`src/common/dtp_pkg.sv`:
```
// Package: register map, field layout and reset values of the down timer
package dtp_pkg;
   // Register indices (printed offsets are not multiples of four)
   localparam logic [2:0] REG_TIMER_COUNT    = 3'h0;
   localparam logic [2:0] REG_TIMER_CTRL_ONE = 3'h1;
   localparam logic [2:0] REG_TIMER_CTRL_TWO = 3'h2;
   localparam logic [2:0] REG_PWM_DUTY       = 3'h3;
   localparam logic [2:0] REG_PRESCALE_VALUE = 3'h4;
   localparam logic [2:0] REG_BUZZER_CTRL    = 3'h5;
   localparam int         NUM_REGS           = 6;
   // Control one fields
   localparam int BIT_TIMER_ENABLE  = 0;
   localparam int BIT_RELOAD_SELECT = 1;
   localparam int BIT_ONE_SHOT      = 2;
   localparam int BIT_PWM_POLARITY  = 6;
   localparam int BIT_PWM_OUT_EN    = 7;
   // Control two fields
   localparam int BIT_PRESCALE_SEL_LO = 0;
   localparam int BIT_PRESCALE_EN_N   = 3;
   localparam int BIT_EDGE_SELECT     = 4;
   localparam int BIT_CLOCK_SOURCE    = 5;
   // Buzzer fields
   localparam int BIT_BUZZER_SEL_LO = 0;
   localparam int BIT_BUZZER_ENABLE = 7;
   // Reset values
   localparam logic [7:0] RST_CTRL_ONE     = 8'h00;
   localparam logic [7:0] RST_CTRL_TWO     = 8'h3f;
   localparam logic [7:0] RST_PRESCALE     = 8'hff;
   localparam logic [7:0] RST_BUZZER       = 8'h0f;
   localparam logic [7:0] RST_COUNT        = 8'hff;
   localparam logic [7:0] RST_DUTY         = 8'h00;
   localparam logic [7:0] COUNT_WRAP_VALUE = 8'hff;
   // Own status register holding the sticky underflow flag
   localparam logic [2:0] REG_STATUS     = 3'h6;
   localparam int         BIT_UNDERFLOW  = 0;
endpackage : dtp_pkg

```
`src/common/dtp_tick_if.sv`:
```
// Interface: timer tick and prescaler taps between the clock front end and core
`timescale 1ns/100ps
`default_nettype none
interface dtp_tick_if;
   logic       tick;       // One-cycle decrement strobe
   logic [7:0] prescaleCnt; // Live prescaler counter
   modport source (output tick, output prescaleCnt);
   modport sink   (input tick, input prescaleCnt);
endinterface : dtp_tick_if
`default_nettype wire

```
`src/design/dtp_apb_regs.sv`:
```
// APB slave decode and ready generation for the down timer
`timescale 1ns/100ps
`default_nettype none
module dtp_apb_regs
   import dtp_pkg::*;
(
   input  wire logic        psel,
   input  wire logic        penable,
   input  wire logic        pwrite,
   input  wire logic [31:0] paddr,
   output logic             pready,
   output logic             pslverr,
   output logic             wrStrobe,
   output logic [2:0]       regIndex,
   output logic             mapped
);
   // Index is byte address over four; low bits must be zero
   assign regIndex = paddr[4:2];
   assign mapped   = (paddr[31:5] == 27'h0) && (paddr[1:0] == 2'h0)
                     && (regIndex <= REG_STATUS);
   // Zero wait state access
   assign pready   = 1'b1;
   assign pslverr  = psel && penable && !mapped;
   assign wrStrobe = psel && penable && pwrite && mapped;
endmodule : dtp_apb_regs
`default_nettype wire

```
`src/design/dtp_clock_front.sv`:
```
// Clock source select, edge detect and prescaler of the down timer
`timescale 1ns/100ps
`default_nettype none
module dtp_clock_front
   import dtp_pkg::*;
(
   input  wire logic       clk,
   input  wire logic       reset,
   input  wire logic       instrTick,      // Instruction clock strobe
   input  wire logic       extClockPin,    // External clock level
   input  wire logic       clockSource,
   input  wire logic       edgeSelect,
   input  wire logic       prescaleEnN,
   input  wire logic [2:0] prescaleSel,
   dtp_tick_if.source      tickBus
);
   logic       extPrev_reg;   // Previous external level
   logic       srcTick;       // Selected source event
   logic [7:0] presc_reg;     // Down-running prescaler
   logic [7:0] presc_next;

   // Remember last pin level for edge detection; it tracks the pin
   // through reset too, so a pin resting high gives no false edge
   always_ff @(posedge clk)
   begin
      extPrev_reg <= extClockPin;
   end

   // Source and edge choice
   always_comb
   begin
      if (clockSource)
         srcTick = edgeSelect ? (extPrev_reg & ~extClockPin)
                              : (~extPrev_reg & extClockPin);
      else
         srcTick = instrTick;
   end

   // Prescaler runs down on each source event while enabled
   always_ff @(posedge clk)
   begin
      if (reset)
         presc_reg <= RST_PRESCALE;
      else
         presc_reg <= presc_next;
   end

   assign presc_next = (!prescaleEnN && srcTick) ? presc_reg - 8'h01
                                                  : presc_reg;

   // Tick when the selected bit falls: divide by 2^(sel+1)
   always_comb
   begin
      if (prescaleEnN)
         tickBus.tick = srcTick;
      else
         tickBus.tick = srcTick && presc_reg[prescaleSel]
                        && !presc_next[prescaleSel];
   end

   assign tickBus.prescaleCnt = presc_reg;
endmodule : dtp_clock_front
`default_nettype wire

```
`src/design/dtp_timer_top.sv`:
```
// Top: 8-bit down timer with PWM and buzzer, APB registers
`timescale 1ns/100ps
`default_nettype none
module dtp_timer_top
   import dtp_pkg::*;
(
   input  wire logic        clk,
   input  wire logic        reset,
   input  wire logic        psel,
   input  wire logic        penable,
   input  wire logic        pwrite,
   input  wire logic [31:0] paddr,
   input  wire logic [31:0] pwdata,
   output logic      [31:0] prdata,
   output logic             pready,
   output logic             pslverr,
   input  wire logic        instrTick,
   input  wire logic        externalClockPin,
   input  wire logic        gpioOut,
   output logic             sharedOutputPin,
   output logic             buzzerOut,
   output logic             underflowInterruptFlag
);
   logic       wrStrobe;        // Accepted write
   logic [2:0] regIndex;        // Word index
   logic       mapped;          // Address decodes
   logic [7:0] count_reg;       // Running counter
   logic [7:0] reload_reg;      // Hidden reload value
   logic [7:0] ctrlOne_reg;     // Mode and PWM bits
   logic [7:0] ctrlTwo_reg;     // Clock and prescaler bits
   logic [7:0] duty_reg;        // PWM compare
   logic [7:0] buzzer_reg;      // Buzzer select and enable
   logic       stopped_reg;     // One-shot has finished
   logic       pwmActive_reg;   // PWM in active phase
   logic       flag_reg;        // Sticky underflow
   logic       buzz_reg;        // Registered buzzer level
   logic       pinOut_reg;      // Registered pin level
   logic       underflow;       // Counter leaves zero this cycle
   logic       decrement;       // Counter steps this cycle
   logic       timerEnable;
   logic       oneShot;
   logic       reloadSelect;
   logic       buzzSource;
   logic       statusWrite;

   dtp_tick_if tickBus ();

   // Clock source front end
   dtp_clock_front u_front (
      .clk         (clk),
      .reset       (reset),
      .instrTick   (instrTick),
      .extClockPin (externalClockPin),
      .clockSource (ctrlTwo_reg[BIT_CLOCK_SOURCE]),
      .edgeSelect  (ctrlTwo_reg[BIT_EDGE_SELECT]),
      .prescaleEnN (ctrlTwo_reg[BIT_PRESCALE_EN_N]),
      .prescaleSel (ctrlTwo_reg[BIT_PRESCALE_SEL_LO +: 3]),
      .tickBus     (tickBus)
   );

   // Bus decode
   dtp_apb_regs u_bus (
      .psel     (psel),
      .penable  (penable),
      .pwrite   (pwrite),
      .paddr    (paddr),
      .pready   (pready),
      .pslverr  (pslverr),
      .wrStrobe (wrStrobe),
      .regIndex (regIndex),
      .mapped   (mapped)
   );

   assign timerEnable  = ctrlOne_reg[BIT_TIMER_ENABLE];
   assign oneShot      = ctrlOne_reg[BIT_ONE_SHOT];
   assign reloadSelect = ctrlOne_reg[BIT_RELOAD_SELECT];
   // Hold while disabled or after one-shot end
   assign decrement    = timerEnable && !stopped_reg && tickBus.tick;
   // Underflow is the step taken from zero
   assign underflow    = decrement && (count_reg == 8'h00);
   assign statusWrite  = wrStrobe && (regIndex == REG_STATUS);

   // Control registers; rate changes are software's care
   always_ff @(posedge clk)
   begin
      if (reset)
      begin
         ctrlOne_reg <= RST_CTRL_ONE;
         ctrlTwo_reg <= RST_CTRL_TWO;
         duty_reg    <= RST_DUTY;
         buzzer_reg  <= RST_BUZZER;
      end
      else if (wrStrobe)
      begin
         unique case (regIndex)
            REG_TIMER_CTRL_ONE: ctrlOne_reg <= pwdata[7:0];
            REG_TIMER_CTRL_TWO: ctrlTwo_reg <= pwdata[7:0];
            REG_PWM_DUTY:       duty_reg    <= pwdata[7:0];
            REG_BUZZER_CTRL:    buzzer_reg  <= pwdata[7:0];
            default:            ;
         endcase
      end
   end

   // Counter and reload value
   always_ff @(posedge clk)
   begin
      if (reset)
      begin
         count_reg  <= RST_COUNT;
         reload_reg <= RST_COUNT;
      end
      else if (wrStrobe && regIndex == REG_TIMER_COUNT)
      begin
         count_reg  <= pwdata[7:0];
         reload_reg <= pwdata[7:0];
      end
      else if (underflow)
      begin
         if (oneShot)
            count_reg <= 8'h00;
         else if (reloadSelect)
            count_reg <= reload_reg;
         else
            count_reg <= COUNT_WRAP_VALUE;
      end
      else if (decrement)
         count_reg <= count_reg - 8'h01;
   end

   // One-shot stop; a new count write or disable rearms it
   always_ff @(posedge clk)
   begin
      if (reset)
         stopped_reg <= 1'b0;
      else if ((wrStrobe && regIndex == REG_TIMER_COUNT) || !timerEnable)
         stopped_reg <= 1'b0;
      else if (decrement && oneShot && count_reg == 8'h01)
         stopped_reg <= 1'b1;
   end

   // PWM phase: active from duty match to underflow
   always_ff @(posedge clk)
   begin
      if (reset || !timerEnable)
         pwmActive_reg <= 1'b0;
      else if (underflow)
         pwmActive_reg <= 1'b0;
      else if (count_reg == duty_reg)
         pwmActive_reg <= 1'b1;
   end

   // Pin mux with polarity; the gpio path passes when PWM is off
   always_ff @(posedge clk)
   begin
      if (reset)
         pinOut_reg <= 1'b0;
      else if (ctrlOne_reg[BIT_PWM_OUT_EN])
         pinOut_reg <= pwmActive_reg ^ ctrlOne_reg[BIT_PWM_POLARITY];
      else
         pinOut_reg <= gpioOut;
   end
   assign sharedOutputPin = pinOut_reg;

   // Buzzer tap select
   always_comb
   begin
      if (buzzer_reg[BIT_BUZZER_SEL_LO + 3])
         buzzSource = count_reg[buzzer_reg[BIT_BUZZER_SEL_LO +: 3]];
      else
         buzzSource = tickBus.prescaleCnt[buzzer_reg[BIT_BUZZER_SEL_LO +: 3]];
   end

   // Buzzer output held low when off
   always_ff @(posedge clk)
   begin
      if (reset)
         buzz_reg <= 1'b0;
      else
         buzz_reg <= buzzer_reg[BIT_BUZZER_ENABLE] & buzzSource;
   end
   assign buzzerOut = buzz_reg;

   // Sticky flag: set wins over a write-one clear
   always_ff @(posedge clk)
   begin
      if (reset)
         flag_reg <= 1'b0;
      else if (underflow)
         flag_reg <= 1'b1;
      else if (statusWrite && pwdata[BIT_UNDERFLOW])
         flag_reg <= 1'b0;
   end
   assign underflowInterruptFlag = flag_reg;

   // Read mux; write-only registers read as zero
   always_comb
   begin
      prdata = 32'h0;
      if (mapped)
      begin
         unique case (regIndex)
            REG_TIMER_COUNT:    prdata[7:0] = count_reg;
            REG_TIMER_CTRL_ONE: prdata[2:0] = ctrlOne_reg[2:0];
            REG_TIMER_CTRL_TWO: prdata[5:0] = ctrlTwo_reg[5:0];
            REG_PRESCALE_VALUE: prdata[7:0] = tickBus.prescaleCnt;
            REG_STATUS:         prdata[BIT_UNDERFLOW] = flag_reg;
            default:            prdata = 32'h0;
         endcase
      end
   end

   // Assertions, all sampled on the rising clock edge
   // Reload value comes back on underflow
   a_reload_on_under: assert property (
      @(posedge clk) disable iff (reset)
      underflow && !oneShot && reloadSelect && !wrStrobe
      |=> count_reg == $past(reload_reg))
      else $error("reload not taken");
   // Plain continuous mode restarts from the top
   a_wrap_to_ff: assert property (
      @(posedge clk) disable iff (reset)
      underflow && !oneShot && !reloadSelect && !wrStrobe
      |=> count_reg == 8'hff)
      else $error("no wrap to ff");
   // A finished one-shot ignores further ticks
   a_oneshot_stops: assert property (
      @(posedge clk) disable iff (reset)
      stopped_reg && timerEnable && !wrStrobe |=> $stable(count_reg))
      else $error("one-shot moved");
   // A finished one-shot rests at zero
   a_oneshot_zero: assert property (
      @(posedge clk) disable iff (reset)
      stopped_reg |-> count_reg == 8'h00)
      else $error("one-shot not at zero");
   // Count write lands in counter and reload alike
   a_write_loads: assert property (
      @(posedge clk) disable iff (reset)
      wrStrobe && regIndex == REG_TIMER_COUNT
      |=> count_reg == $past(pwdata[7:0]) && reload_reg == count_reg)
      else $error("count write lost");
   // Disabled timer holds its value
   a_hold_disabled: assert property (
      @(posedge clk) disable iff (reset)
      !timerEnable && !wrStrobe |=> $stable(count_reg))
      else $error("counted while disabled");
   // Prescaler off: each instruction tick steps once
   a_direct_step: assert property (
      @(posedge clk) disable iff (reset)
      ctrlTwo_reg[BIT_PRESCALE_EN_N] && !ctrlTwo_reg[BIT_CLOCK_SOURCE]
      && instrTick && timerEnable && !stopped_reg && !wrStrobe
      && count_reg != 8'h00
      |=> count_reg == $past(count_reg) - 8'h01)
      else $error("direct tick missed");
   // External source, rising edge chosen
   a_ext_rise: assert property (
      @(posedge clk) disable iff (reset)
      ctrlTwo_reg[BIT_CLOCK_SOURCE] && !ctrlTwo_reg[BIT_EDGE_SELECT]
      && ctrlTwo_reg[BIT_PRESCALE_EN_N] && $rose(externalClockPin)
      && timerEnable && !stopped_reg && !wrStrobe && count_reg != 8'h00
      |=> count_reg == $past(count_reg) - 8'h01)
      else $error("rising edge not counted");
   // External source, falling edge chosen
   a_ext_fall: assert property (
      @(posedge clk) disable iff (reset)
      ctrlTwo_reg[BIT_CLOCK_SOURCE] && ctrlTwo_reg[BIT_EDGE_SELECT]
      && ctrlTwo_reg[BIT_PRESCALE_EN_N] && $fell(externalClockPin)
      && timerEnable && !stopped_reg && !wrStrobe && count_reg != 8'h00
      |=> count_reg == $past(count_reg) - 8'h01)
      else $error("falling edge not counted");
   // Every underflow raises the flag
   a_flag_sticky: assert property (
      @(posedge clk) disable iff (reset)
      underflow |=> flag_reg)
      else $error("flag not set");
   // Write-one clear works when no underflow competes
   a_flag_clear: assert property (
      @(posedge clk) disable iff (reset)
      statusWrite && pwdata[BIT_UNDERFLOW] && !underflow |=> !flag_reg)
      else $error("flag not cleared");
   // Buzzer off means a low output
   a_buzz_off_low: assert property (
      @(posedge clk) disable iff (reset)
      !buzzer_reg[BIT_BUZZER_ENABLE] |=> !buzzerOut)
      else $error("buzzer on while off");
   // Upper codes follow a counter bit
   a_buzz_count_bit: assert property (
      @(posedge clk) disable iff (reset)
      buzzer_reg[BIT_BUZZER_ENABLE] && buzzer_reg[BIT_BUZZER_SEL_LO + 3]
      |=> buzzerOut == $past(count_reg[buzzer_reg[BIT_BUZZER_SEL_LO +: 3]]))
      else $error("buzzer count tap wrong");
   // Lower codes follow a prescaler bit
   a_buzz_prescale: assert property (
      @(posedge clk) disable iff (reset)
      buzzer_reg[BIT_BUZZER_ENABLE] && !buzzer_reg[BIT_BUZZER_SEL_LO + 3]
      |=> buzzerOut
          == $past(tickBus.prescaleCnt[buzzer_reg[BIT_BUZZER_SEL_LO +: 3]]))
      else $error("buzzer prescaler tap wrong");
   // Duty match opens the active phase
   a_pwm_set_match: assert property (
      @(posedge clk) disable iff (reset)
      timerEnable && !underflow && count_reg == duty_reg |=> pwmActive_reg)
      else $error("pwm not active at match");
   // Underflow closes the active phase
   a_pwm_clear_under: assert property (
      @(posedge clk) disable iff (reset)
      underflow |=> !pwmActive_reg)
      else $error("pwm active after underflow");
   // Pin shows the phase through the polarity seen one cycle before
   a_pwm_pin_level: assert property (
      @(posedge clk) disable iff (reset)
      ctrlOne_reg[BIT_PWM_OUT_EN]
      |=> sharedOutputPin == ($past(pwmActive_reg)
                              ^ $past(ctrlOne_reg[BIT_PWM_POLARITY])))
      else $error("pwm pin wrong");
   // PWM output off leaves the pin to the gpio level
   a_gpio_passes: assert property (
      @(posedge clk) disable iff (reset)
      !ctrlOne_reg[BIT_PWM_OUT_EN] |=> sharedOutputPin == $past(gpioOut))
      else $error("gpio level lost");
   // Count reads see the live counter
   a_count_read: assert property (
      @(posedge clk) disable iff (reset)
      psel && !pwrite && mapped && regIndex == REG_TIMER_COUNT
      |-> prdata[7:0] == count_reg)
      else $error("count read wrong");
   // Main scenarios worth seeing at least once
   c_underflow:  cover property (@(posedge clk) disable iff (reset) underflow);
   c_pwm_active: cover property (@(posedge clk) disable iff (reset)
      $rose(pwmActive_reg));
   c_stop:       cover property (@(posedge clk) disable iff (reset)
      $rose(stopped_reg));
   c_wrap_ff:    cover property (@(posedge clk) disable iff (reset)
      underflow && !oneShot && !reloadSelect);
   c_buzz_on:    cover property (@(posedge clk) disable iff (reset)
      $rose(buzzerOut));
endmodule : dtp_timer_top
`default_nettype wire

```
`config.mk`:
```
export PLATFORM = sky130hd
export DESIGN_NAME = dtp_timer_top
export DESIGN_NICKNAME = d
export VERILOG_FILES = /design/src/common/dtp_pkg.sv /design/src/common/dtp_tick_if.sv /design/src/design/dtp_apb_regs.sv /design/src/design/dtp_clock_front.sv /design/src/design/dtp_timer_top.sv
export SDC_FILE = /design/constraint.sdc
export NUM_CORES = 1
export LEC_CHECK = 0
export BUFFER_PORTS_ARGS = -buffer_cell sky130_fd_sc_hd__buf_2
export CAP_MARGIN = 20
export CORE_MARGIN = 4
export CORE_UTILIZATION = 44
export CTS_CLUSTER_SIZE = 20
export DETAILED_ROUTE_END_ITERATION = 12
export PLACE_DENSITY = 0.79
export SETUP_SLACK_MARGIN = 0.05
export SYNTH_ARGS = -nofsm -noshare
export SYNTH_HDL_FRONTEND = slang
export SYNTH_SLANG_ARGS = --single-unit
```
`constraint.sdc`:
```
create_clock -name clk -period 3.3 [get_ports clk]
set_clock_uncertainty 0.05 [all_clocks]
set_input_delay 0.495 -clock clk [delete_from_list [all_inputs] [get_ports clk]]
set_output_delay 0.495 -clock clk [all_outputs]
set_load 0.02 [all_outputs]
```
# ---- Word-level counts from Yosys, hierarchy flattened
# Cells that the tools add are included.
dict set report totals {
  output_inout_bits 37
  reg_bits 60
}
dict set report classes {
  addsub 2
  n_reduce_logical 36
  n_bitwise 6
  n_mux 26
  eq_ne 8
  order_cmp 3
}
# cell count
set op_table {}
lappend op_table {{8-bit 2-to-1 mux} 7}
lappend op_table {{27-bit zero test} 1}
lappend op_table {{1-bit logical AND} 17}
lappend op_table {{8-bit by 1-bit subtractor with 8-bit output (second input constant)} 2}
lappend op_table {{1-bit binary-select mux with 3-bit select} 4}
lappend op_table {{1-bit 2-to-1 mux} 11}
lappend op_table {{3-bit equality test (second input constant)} 3}
lappend op_table {{3-bit case mux with 3 select lines} 1}
lappend op_table {{8-bit by 1-bit equality test with 1-bit output (second input constant)} 1}
lappend op_table {{8-bit equality test} 1}
lappend op_table {{8-bit zero test} 1}
lappend op_table {{3-bit by 4-bit < comparator with 1-bit output (second input constant)} 2}
lappend op_table {{2-bit case mux with 4 select lines} 1}
lappend op_table {{2-bit AND reduction} 4}
lappend op_table {{3-bit by 2-bit equality test with 1-bit output (second input constant)} 2}
lappend op_table {{1-bit zero test} 5}
lappend op_table {{1-bit case mux with 5 select lines} 1}
lappend op_table {{2-bit case mux with 2 select lines} 1}
lappend op_table {{2-bit OR reduction} 2}
lappend op_table {{1-bit bitwise AND} 3}
lappend op_table {{3-bit by 1-bit equality test with 1-bit output (second input constant)} 1}
lappend op_table {{3-bit less-or-equal comparator (second input constant)} 1}
lappend op_table {{3-bit zero test} 1}
lappend op_table {{3-bit nonzero test} 1}
lappend op_table {{5 further kinds} 7}

# ---- Depth between registers and ports, before layout
# Gate-level depths: netlist of the first run.
dict set report logic_depth {
  ltp_word 15
  depth_mapped 10
  ltp_nobuf 9
}

# ---- Hierarchy
# A second synthesis of the first run with hierarchy kept.
dict set report unflattened {
  hier_cells 413
  area_unflattened_um2 3448.3
}
# mod cells_per_inst area_each_um2 instances
set modules_own_cells {}
lappend modules_own_cells {dtp_timer_top 318 2702.6 1}
lappend modules_own_cells {dtp_clock_front 74 613.1 1}
lappend modules_own_cells {dtp_apb_regs 21 132.6 1}

# ---- Worst setup path before layout of the first run
# No wires, ideal clock.
dict set report synth_timing {
  kind {flip-flop to flip-flop}
  start {register u_front.presc_reg[2] (netlist: u_front.tickBus.prescaleCnt[2])}
  end {register count_reg[3]}
  t_arrival_ns 2.890
  setup_time_ns 0.125
  period_less_slack_ns 3.065
  slack_ns 0.235
  required_ns 3.125
  path_stages_with_launch 10
  n_path_buf 2
  cell_sequence {dfxtp_1 -> buf_2 -> or4_4 -> or4_1 -> or4_1 -> a41o_1 -> o41a_1 -> buf_6 -> a311oi_2 -> a21oi_1}
}
dict set report synth_between {
  elab_chain_len 11
  word_cells_on_any_way 15
  classes_between {add/sub (1); mux (8); reduce/logical (6)}
}
# element line_no
set synth_rtl {}
lappend synth_rtl {{start: declaration} dtp_clock_front.sv:19} ;# logic [7:0] presc_reg;
lappend synth_rtl {{start signal: assignment} dtp_clock_front.sv:45} ;# presc_reg <= presc_next;
lappend synth_rtl {{8-bit by 1-bit subtractor with 8-bit output} dtp_clock_front.sv:48} ;# assign presc_next = (!prescaleEnN && srcTick) ? presc_reg - 8'h01
lappend synth_rtl {{8-bit 2-to-1 mux} dtp_clock_front.sv:48}
lappend synth_rtl {{1-bit binary-select mux with 3-bit select} dtp_clock_front.sv:58} ;# && !presc_next[prescaleSel];
lappend synth_rtl {{1-bit 2-to-1 mux (implied by the code)} dtp_clock_front.sv:58}
lappend synth_rtl {{1-bit zero test} dtp_clock_front.sv:58}
lappend synth_rtl {{1-bit logical AND *} dtp_clock_front.sv:58}
lappend synth_rtl {{1-bit 2-to-1 mux *} dtp_clock_front.sv:54} ;# if (prescaleEnN)
lappend synth_rtl {{1-bit logical AND *} dtp_timer_top.sv:78} ;# assign decrement = timerEnable && !stopped_reg && tickBus.tick;
lappend synth_rtl {{1-bit logical AND} dtp_timer_top.sv:80} ;# assign underflow = decrement && (count_reg == 8'h00);
lappend synth_rtl {{8-bit 2-to-1 mux} dtp_timer_top.sv:118} ;# else if (underflow)
lappend synth_rtl {{8-bit 2-to-1 mux} dtp_timer_top.sv:113} ;# else if (wrStrobe && regIndex == REG_TIMER_COUNT)
lappend synth_rtl {{end signal: assignment} dtp_timer_top.sv:115} ;# count_reg <= pwdata[7:0];
lappend synth_rtl {{end signal: assignment} dtp_timer_top.sv:123} ;# count_reg <= reload_reg;
lappend synth_rtl {{end signal: assignment} dtp_timer_top.sv:128} ;# count_reg <= count_reg - 8'h01;
lappend synth_rtl {{end: declaration} dtp_timer_top.sv:27} ;# logic [7:0] count_reg;
# Mark *: on every way between the ends. The rest lies on a longest branch, timed or not. The select of a mux whose other input is x is not followed.
# A chain may end at the register's enable or synchronous reset.

# ---- Final worst setup path of the first run
dict set report layout_timing {
  start {register u_front.presc_reg[3] (netlist: u_front.tickBus.prescaleCnt[3])}
  end {register count_reg[4]}
}
# The elaborated chain is that of the path after synthesis.

==> flow_summary.json, run 1 <==
{
  "ant_nets": 0,
  "synth_cells": 419,
  "gp_congestion": 0.937,
  "wl_per_cell_um": 16.4,
  "tightest_slew_ns": 0.872,
  "h-tree-depth": 2,
  "grt_max_degree": 51,
  "yosysSeqAreaShare": 0.315,
  "holdCritPathClass": "input pin to flop",
  "synth-edff-count": 0,
  "place_hpwl_mm": 6.86,
  "cts_buffers": 5,
  "crit_fanout": 8,
  "setup_viol": 0,
  "num-fill-cells": 697,
  "rows": 31,
  "vias": 3232,
  "dieArea_sq_um": 9280,
  "core_sq_um": 7410,
  "ys_warn_count": 0,
  "outcome": "finished, final reports clean",
  "pwr_density_cell_nw_per_um2": 307,
  "setup_slack_ns": 0.175,
  "p_leak_nw": 1.69,
  "async_reset_ff_frac": 0,
  "slew_headroom": 0.418,
  "fin_crit_sh": 0.947,
  "holdBufCountCts": 0,
  "antenna_found_initial": 0,
  "post-cts-setup-buffer-count": 0,
  "diodes": 0,
  "max_freq_ghz": 0.320,
  "wirelength_mm": 9.28,
  "wl_met2_mm": 4.54,
  "stdcell_count": 567,
  "port_buffers": 59,
  "path_class": "flop to flop",
  "hold_viol_final": 0,
  "rrSetupSlack_ns": 0.18,
  "insertion_delay_ns": 0.31,
  "nets": 543,
  "report.final.slew_viol_count": 0,
  "worstPathCellList": "or4_4 > or4_1 > or4_1 > a41o_1 > o41a_1 > buf_4 > a31o_2 > o21ai_1",
  "mappedNetlistArea_sq_um": 3430,
  "route.met3.wl_um": 559,
  "grt_pass1_vias": 3034,
  "placed_cell_area_sq_um": 3740,
  "fin_crit_ns": 3.12,
  "drc": 0,
  "avgSynthCellArea_sq_um": 8.19,
  "synthToLayoutAreaGrowth_pct": 12.0,
  "die-height_um": 96.3,
  "vias_per_cell": 5.70,
  "dr.pass1.iters": 6,
  "top_layer": "met4",
  "cts_tree": "built",
  "wl_met1_mm": 4.09,
  "root_buffer": "clkbuf_8",
  "synth-main-ff-cell": "dfxtp_1",
  "crit_top_cell": "or4_1",
  "grt.overflow.total": 0,
  "max_stage_delay_ns": 0.55,
  "cts_resized": 0,
  "yosysUniqueCellTypes": 60,
  "post-route-util": 0.519,
  "ys_seq_elements": 54,
  "fin_tns_setup_ns": 0,
  "grt_usage": 0.210,
  "grt_pass1_wl_mm": 15.3,
  "first_iter_violations": 249,
  "cap_violations": 0,
  "ios": 109,
  "cts_num_sinks": 54,
  "start_kind": "flop",
  "clockBufferDepth": 2,
  "drive_above_1_share": 0.220,
  "layout_common_cells": "buf_2 (59), dfxtp_1 (54), nor2_1 (47)",
  "clkTransAtPathRegs_ns": 0.10,
  "irDropWorstVdd_v": 0.000252,
  "place_inst": 559,
  "pre_cts_ws_ns": 0.102,
  "die_w_um": 96.3,
  "arrival_ns": 3.32,
  "start_util": 0.463,
  "rsz0062_at_grt": "no",
  "stdcell_area_sq_um": 3850,
  "layout_commonest_cell": "buf_2",
  "critPathCaptureType": "flop",
  "crit_slowest_cell": "or4_4",
  "cp.required_ns": 3.50
}
==> cells in the mapped netlist, types with 2 or more instances <==
cell / n / area [sq um]
buf_1: 2 / 7.51
a31o_2: 3 / 26.3
o21ai_1: 3 / 15.0
a211o_1: 10 / 87.6
o31ai_1: 4 / 30.0
or3b_2: 3 / 26.3
nor4b_1: 3 / 26.3
nand2b_1: 4 / 25.0
nand4_1: 3 / 18.8
nor2b_1: 11 / 68.8
nand2_1: 23 / 86.3
clkbuf_1: 26 / 97.6
nand3_1: 7 / 35.0
conb_1: 2 / 7.51
o21ai_0: 17 / 85.1
and3b_1: 2 / 17.5
dfxtp_1: 54 / 1080
nor2_1: 47 / 176
or3_1: 3 / 18.8
nor3_1: 11 / 55.1
a21oi_1: 24 / 120
nor4_1: 15 / 93.8
a31oi_1: 8 / 50.1
nand3b_1: 4 / 30.0
xor2_1: 7 / 61.3
o211ai_1: 3 / 22.5
ha_1: 4 / 50.1
or4_1: 6 / 45.0
xnor2_1: 4 / 35.0
inv_1: 16 / 60.1
a311oi_2: 2 / 30.0
mux4_2: 5 / 113
a211oi_1: 3 / 22.5
mux2i_1: 23 / 230
o21bai_1: 2 / 15.0
o31a_1: 2 / 17.5
or2_2: 5 / 31.3
a41o_1: 2 / 20.0
buf_4: 25 / 188
==> stage by stage <==
step,hold WS [ns],power [mW]
floorplan,0.373,0.756
global placement,0.384,0.776
detailed placement,0.388,0.777
CTS,0.243,1.19
global route,0.245,1.23
finish,0.248,1.18
==> routing by layer <==
layer / vias up / GRT usage
met5: - / 0
met4: 0 / 0.0502
met3: 8 / 0.0281
met2: 124 / 0.346
met1: 1551 / 0.292
li1: 1549 / -
==> kinds of logic (layout without fill, tap and decap cells) <==
logic type      count (synthesis)  after routing  synth area share
simple gates                  155            155             0.241
compound gates                 93             93             0.184
buf+inv                        71             97             0.108
flops                          54             54             0.315
mux                            29             29             0.108
xor+xnor                       11             11            0.0281
fa+ha+maj                       4              4            0.0146
other cells                     2             25           0.00219
==> critical path, delay by kind of cell (launching register included) <==
kind            cells  cell delay (ns)
compound gates      4             1.03
buf+inv             1             0.21
flops               1             0.35
simple gates        3             1.42
==> power breakdown <==
group | internal (mW) | switching (mW)
registers | 0.652 | 0.000369
clock network | 0.193 | 0.226
logic | 0.0362 | 0.0747
total | 0.882 | 0.301
==> cell type report <==
type                            count  area (sq um)  area share
Multi-Input combinational cell    317          2080       0.540
Clock inverter                      1          8.76     0.00228
Inverter                           16          60.1      0.0156
Sequential cell                    54          1080       0.281
Timing Repair Buffer               73           400       0.104
Tap cell                           99           124      0.0322
Clock buffer                        7          96.3      0.0250
==> worst paths after layout <==
| check | start | end | cells past startpoint |
|---|---|---|---|
| setup reg to reg | u_front.tickBus.prescaleCnt[3] | count_reg[4] | 8 |
| hold / removal | externalClockPin | u_front.extPrev_reg | 1 |
| hold reg to reg | reload_reg[0] | reload_reg[0] | 2 |
| setup / recovery | u_front.tickBus.prescaleCnt[3] | count_reg[4] | 8 |
Note: power is estimated with default switching activity, not from simulation.
==> inputs of run 2 (changes only) <==
--- a/config.mk
+++ b/config.mk
@@ -5,6 +5,7 @@
 export SDC_FILE = /design/constraint.sdc
 export NUM_CORES = 1
 export LEC_CHECK = 0
+export ABC_AREA = 1
 export BUFFER_PORTS_ARGS = -buffer_cell sky130_fd_sc_hd__buf_2
 export CAP_MARGIN = 20
 export CORE_MARGIN = 4
==> run 2 against run 1 <==
Effect of this change: clock power is 7.6% higher; sequential cell count is the same; sequential power hardly changed; global-route usage down 1.1 points; critical path type is now input pin to output port; first-iteration DRC count up 27%; area after synthesis rose by 4.5%; critical path depth up 1; non-clock buffer count fell by 10.
==> flow_summary.json, run 2 <==
{
  "critPathCaptureType": "output port",
  "worstPathCellList": "buf_2 > nor4_1 > nand3_1 > nor3_1 > nand2_1 > inv_2 > o21ai_0 > a31oi_1 > buf_2",
  "ios": 109,
  "fin_crit_sh": 0.761,
  "outcome": "finished, final reports clean",
  "drc": 0,
  "dieArea_sq_um": 9660,
  "nets": 671,
  "stdcell_count": 698,
  "max_freq_ghz": 0.398,
  "fin_tns_setup_ns": 0,
  "h-tree-depth": 2,
  "synthTopCellsByArea": "dfxtp_1 (30%), nand2_1 (11%), inv_1 (7.0%), a21oi_1 (5.7%), o21ai_0 (5.6%)",
  "async_reset_ff_frac": 0,
  "synth-main-ff-cell": "dfxtp_1",
  "gp_congestion": 0.880,
  "root_buffer": "clkbuf_8",
  "wl_per_cell_um": 14.1,
  "synth_cells": 539,
  "cts_tree": "built",
  "p_sw_mw": 0.304,
  "cp.required_ns": 2.75,
  "yosysMostFrequentCell": "nand2_1",
  "mappedNetlistArea_sq_um": 3590,
  "synth-edff-count": 0,
  "vias": 3715,
  "path_class": "input pin to output port",
  "netlist_top_cells_count": "nand2_1 (109), inv_1 (67), dfxtp_1 (54), a21oi_1 (41), o21ai_0 (40)",
  "num-fill-cells": 778,
  "layout_commonest_cell": "nand2_1",
  "multiInputGateArea_sq_um": 2020,
  "cts_num_sinks": 54,
  "grt_pass1_wl_mm": 16.2,
  "irDropWorstVdd_v": 0.000174,
  "first_iter_violations": 315,
  "place_hpwl_mm": 7.39,
  "ys_warn_count": 0,
  "grt_usage": 0.199,
  "drive_above_1_share": 0.201,
  "crit_top_cell": "buf_2",
  "p_seq_frac": 0.538,
  "power_mw": 1.21,
  "holdBufCountCts": 0,
  "grt_max_degree": 29,
  "tightest_slew_ns": 0.777,
  "pwr_density_cell_nw_per_um2": 304,
  "worst-path-buf-inv": 3,
  "synth_top_area_share": 0.301,
  "cts_buffers": 5,
  "start_util": 0.459,
  "clkTransAtPathRegs_ns": 0.10,
  "max_stage_delay_ns": 0.27,
  "cap_violations": 0,
  "start_kind": "input pin",
  "report.final.slew_viol_count": 0,
  "diodes": 0,
  "post-cts-setup-buffer-count": 0,
  "p_leak_nw": 2.11,
  "die-height_um": 98.3,
  "ant_nets": 0,
  "arrival_ns": 1.97,
  "rows": 32,
  "yosys.area.top_type": "dfxtp_1",
  "p_int_mw": 0.911,
  "wirelength_mm": 9.82,
  "seqCellArea_sq_um": 1080,
  "dr.pass1.iters": 5,
  "hold_viol_final": 0,
  "stdcell_area_sq_um": 3990,
  "yosysSeqAreaShare": 0.301,
  "rsz0062_at_grt": "no",
  "critPathTopFamily": "simple AND/OR/NAND/NOR gates",
  "swShare": 0.250,
  "layout_common_cells": "nand2_1 (109), inv_1 (67), buf_2 (59)",
  "port_buffers": 59,
  "comb_power_share": 0.091,
  "vias_per_cell": 5.32,
  "slew_headroom": 0.481,
  "core_sq_um": 7810,
  "clockPowerShare": 0.371,
  "crit_fanout": 7,
  "cts_resized": 0,
  "fin_crit_ns": 2.51,
  "die_w_um": 98.3,
  "avgSynthCellArea_sq_um": 6.66,
  "place_inst": 690,
  "setup_viol": 0,
  "ys_seq_elements": 54,
  "yosysUniqueCellTypes": 39,
  "clockBufferDepth": 2,
  "holdCritPathClass": "input pin to flop",
  "placed_cell_area_sq_um": 3880,
  "grt.overflow.total": 0,
  "grt_pass1_vias": 3483,
  "crit_slowest_cell": "nor4_1",
  "antenna_found_initial": 0,
  "synthToLayoutAreaGrowth_pct": 11.2,
  "insertion_delay_ns": 0.31
}
[run 2: cell types whose count changed after synthesis, moves of 14 or more]
cell / previous run / this run
a21oi_1: 24 / 41
clkbuf_1: 26 / 7
inv_1: 16 / 67
inv_2: 0 / 14
mux2i_1: 23 / 0
nand2_1: 23 / 109
nand3_1: 7 / 32
o21ai_0: 17 / 40
[run 2: cells by family after synthesis]
logic type	count (synthesis)	share of synthesized area
buffers and inverters	122	0.159
adders and majority gates	4	0.0140
other	2	0.00209
and+or+nand+nor	242	0.340
xor gates and xnor gates	10	0.0244
DFF	54	0.301
AOI/OAI and AO/OA	105	0.160
[run 2: metal layers]
layer,up-vias,share of wire,GRT usage
li1,1823,-,-
met5,-,0,0
met3,23,0.095,0.0336
met2,190,0.46,0.336
met4,0,0.025,0.0683
met1,1679,0.42,0.257
[run 2: area by class of cell]
class                           instances  share of cell area
Clock inverter                          3              0.0100
Multi-Input combinational cell        386               0.507
Clock buffer                            5              0.0172
Timing Repair Buffer                   63              0.0815
Sequential cell                        54               0.271
Tap cell                              102              0.0320
Inverter                               85              0.0812
[run 2: path summary, 6_finish.rpt]
kind                                                      from             endpoint  slack [ns]  cells past startpoint
worst max-delay path                                 paddr[28]            prdata[0]        0.79                      9
worst min-delay path                          externalClockPin  u_front.extPrev_reg        0.26                      1
worst max register to register  u_front.tickBus.prescaleCnt[0]          stopped_reg        1.11                     14
worst min register to register                   buzzer_reg[7]            buzzerOut        0.41                      2
[run 2: power by group through the flow]
| stage | logic (mW) | clock network [mW] | registers (mW) |
|---|---|---|---|
| finish | 0.111 | 0.451 | 0.653 |
| global route | 0.123 | 0.489 | 0.653 |
| CTS | 0.110 | 0.457 | 0.653 |
| detailed placement | 0.109 | 0 | 0.668 |
| global placement | 0.107 | 0 | 0.668 |
| floorplan | 0.0842 | 0 | 0.669 |
[run 2: metrics by stage]
step | hold WS, ns | utilization | worst slack, ns
floorplan | 0.370 | - | 1.03
global placement | 0.393 | 0.497 | 0.811
detailed placement | 0.397 | 0.497 | 0.794
CTS | 0.261 | 0.511 | 0.810
global route | 0.251 | 0.511 | 0.597
finish | 0.260 | 0.511 | 0.789
==> inputs of run 3 (changes only) <==
--- a/config.mk
+++ b/config.mk
@@ -12,7 +12,7 @@
 export CORE_UTILIZATION = 44
 export CTS_CLUSTER_SIZE = 20
 export DETAILED_ROUTE_END_ITERATION = 12
-export PLACE_DENSITY = 0.79
+export PLACE_DENSITY = 0.76
 export SETUP_SLACK_MARGIN = 0.05
 export SYNTH_ARGS = -nofsm -noshare
 export SYNTH_HDL_FRONTEND = slang
==> constraint.sdc (replaced) <==
create_clock -name clk -period 2.5 [get_ports clk]
set_clock_uncertainty 0.05 [all_clocks]
set_input_delay 0.375 -clock clk [delete_from_list [all_inputs] [get_ports clk]]
set_output_delay 0.375 -clock clk [all_outputs]
set_load 0.02 [all_outputs]
==> run 3 against run 2 <==
Effect of this change: power grew 36%; count of clock-buffer cells in the layout is 1 higher; die area stayed put; sequential power grew 32%.
==> flow_summary.json, run 3 (synthesis gave the netlist of run 2 again) <==
{
  "outcome": "finished, final reports clean",
  "critPathCaptureType": "flop",
  "place_inst": 695,
  "cap_violations": 0,
  "post-cts-setup-buffer-count": 0,
  "fin_tns_setup_ns": 0,
  "grt.overflow.total": 0,
  "p_leak_nw": 2.14,
  "rsz0062_at_grt": "no",
  "wirelength_mm": 9.99,
  "irDropWorstVdd_v": 0.000254,
  "diodes": 0,
  "fin_crit_sh": 0.893,
  "vias": 3661,
  "num-fill-cells": 797,
  "gp_congestion": 0.883,
  "cp.required_ns": 2.66,
  "grt_pass1_wl_mm": 16.3,
  "rows": 32,
  "max_freq_ghz": 0.448,
  "tightest_slew_ns": 0.620,
  "p_sw_mw": 0.408,
  "die-height_um": 98.3,
  "h-tree-depth": 2,
  "dieArea_sq_um": 9660,
  "crit_fanout": 9,
  "cts_buffers": 5,
  "grt_max_degree": 22,
  "multiInputGateArea_sq_um": 2020,
  "power_mw": 1.65,
  "swShare": 0.248,
  "fin_crit_ns": 2.23,
  "cts_tree": "built",
  "wl_per_cell_um": 14.2,
  "synthToLayoutAreaGrowth_pct": 12.6,
  "layout_commonest_cell": "nand2_1",
  "drive_above_1_share": 0.208,
  "r2r_start": "u_front.tickBus.prescaleCnt[0]",
  "cts_num_sinks": 54,
  "clockBufferDepth": 2,
  "drc": 0,
  "ant_nets": 0,
  "clkTransAtPathRegs_ns": 0.10,
  "grt_usage": 0.204,
  "clockPowerShare": 0.386,
  "path_class": "flop to flop",
  "pwr_density_cell_nw_per_um2": 407,
  "vias_per_cell": 5.21,
  "stdcell_count": 703,
  "post-route-util": 0.517,
  "start_kind": "flop",
  "comb_power_share": 0.090,
  "die_w_um": 98.3,
  "seqCellArea_sq_um": 1080,
  "ios": 109,
  "hold_start": "externalClockPin",
  "setup_viol": 0,
  "critPathLaunch": "u_front.tickBus.prescaleCnt[0]",
  "antenna_found_initial": 0,
  "place_hpwl_mm": 7.63,
  "start_util": 0.459,
  "root_buffer": "clkbuf_8",
  "p_int_mw": 1.24,
  "holdBufCountCts": 0,
  "nets": 676,
  "layout_common_cells": "nand2_1 (109), inv_1 (67), buf_2 (59)",
  "holdWs_ns": 0.136,
  "grt_pass1_vias": 3401,
  "p_seq_frac": 0.524,
  "cts_resized": 0,
  "slew_headroom": 0.586,
  "core_sq_um": 7810,
  "holdCritPathClass": "input pin to flop",
  "port_buffers": 59,
  "insertion_delay_ns": 0.32,
  "report.final.slew_viol_count": 0,
  "first_iter_violations": 226,
  "hold_viol_final": 0,
  "dr.pass1.iters": 5,
  "arrival_ns": 2.39
}
-- run 3: changes by cell type in the layout (fill, tap and decap cells not counted) --
cell      previous run  this run
buf_4                4         9
clkinv_2             2         0
clkbuf_8             5         6
inv_6                0         1
-- run 3: worst paths after layout --
path                         endpoint  slack [ns]  depth (start not counted)
setup / recovery          stopped_reg        0.27                         14
hold / removal    u_front.extPrev_reg        0.14                          1
setup reg to reg          stopped_reg        0.27                         14
hold reg to reg             buzzerOut        0.40                          2
-- run 3: per-stage QoR --
step | worst slack (ns) | instance area, sq um
after floorplan | 0.474 | 3670
after global placement | 0.324 | 3920
after detailed placement | 0.274 | 3920
after CTS | 0.280 | 4040
after global routing | 0.0962 | 4040
final | 0.268 | 4040
-- run 3: critical path, stage by stage (launching register included) --
cell	delay (ns)
dfxtp_1	0.44
inv_1	0.14
ha_1	0.28
nand3_1	0.12
xor2_1	0.18
nand2_2	0.08
nand2_1	0.06
nand2_1	0.05
nand3_1	0.09
nand3_2	0.08
nand2_2	0.09
nand2_4	0.08
nand2_4	0.17
nor2_2	0.05
o21a_1	0.16
-- run 3: area by class of cell --
cell class              instances  area share
clock buffers                   6      0.0204
clock inverters                 2     0.00960
inverters                      85      0.0802
multi-input cells             386       0.501
flip-flops and latches         54       0.268
well taps                     102      0.0316
repair buffers                 68      0.0898
-- run 3: layer usage --
metal | global-route usage | wire [um]
met2 | 0.338 | 4780
met4 | 0.0662 | 175
met1 | 0.256 | 4150
met5 | 0 | 0
met3 | 0.0550 | 874
-- run 3: power groups by stage --
stage	sequential [mW]	clock (mW)	combinational [mW]
after floorplan	0.883	0	0.111
after global placement	0.882	0	0.144
after detailed placement	0.882	0	0.146
after CTS	0.862	0.642	0.146
after global routing	0.862	0.683	0.164
final	0.862	0.635	0.149
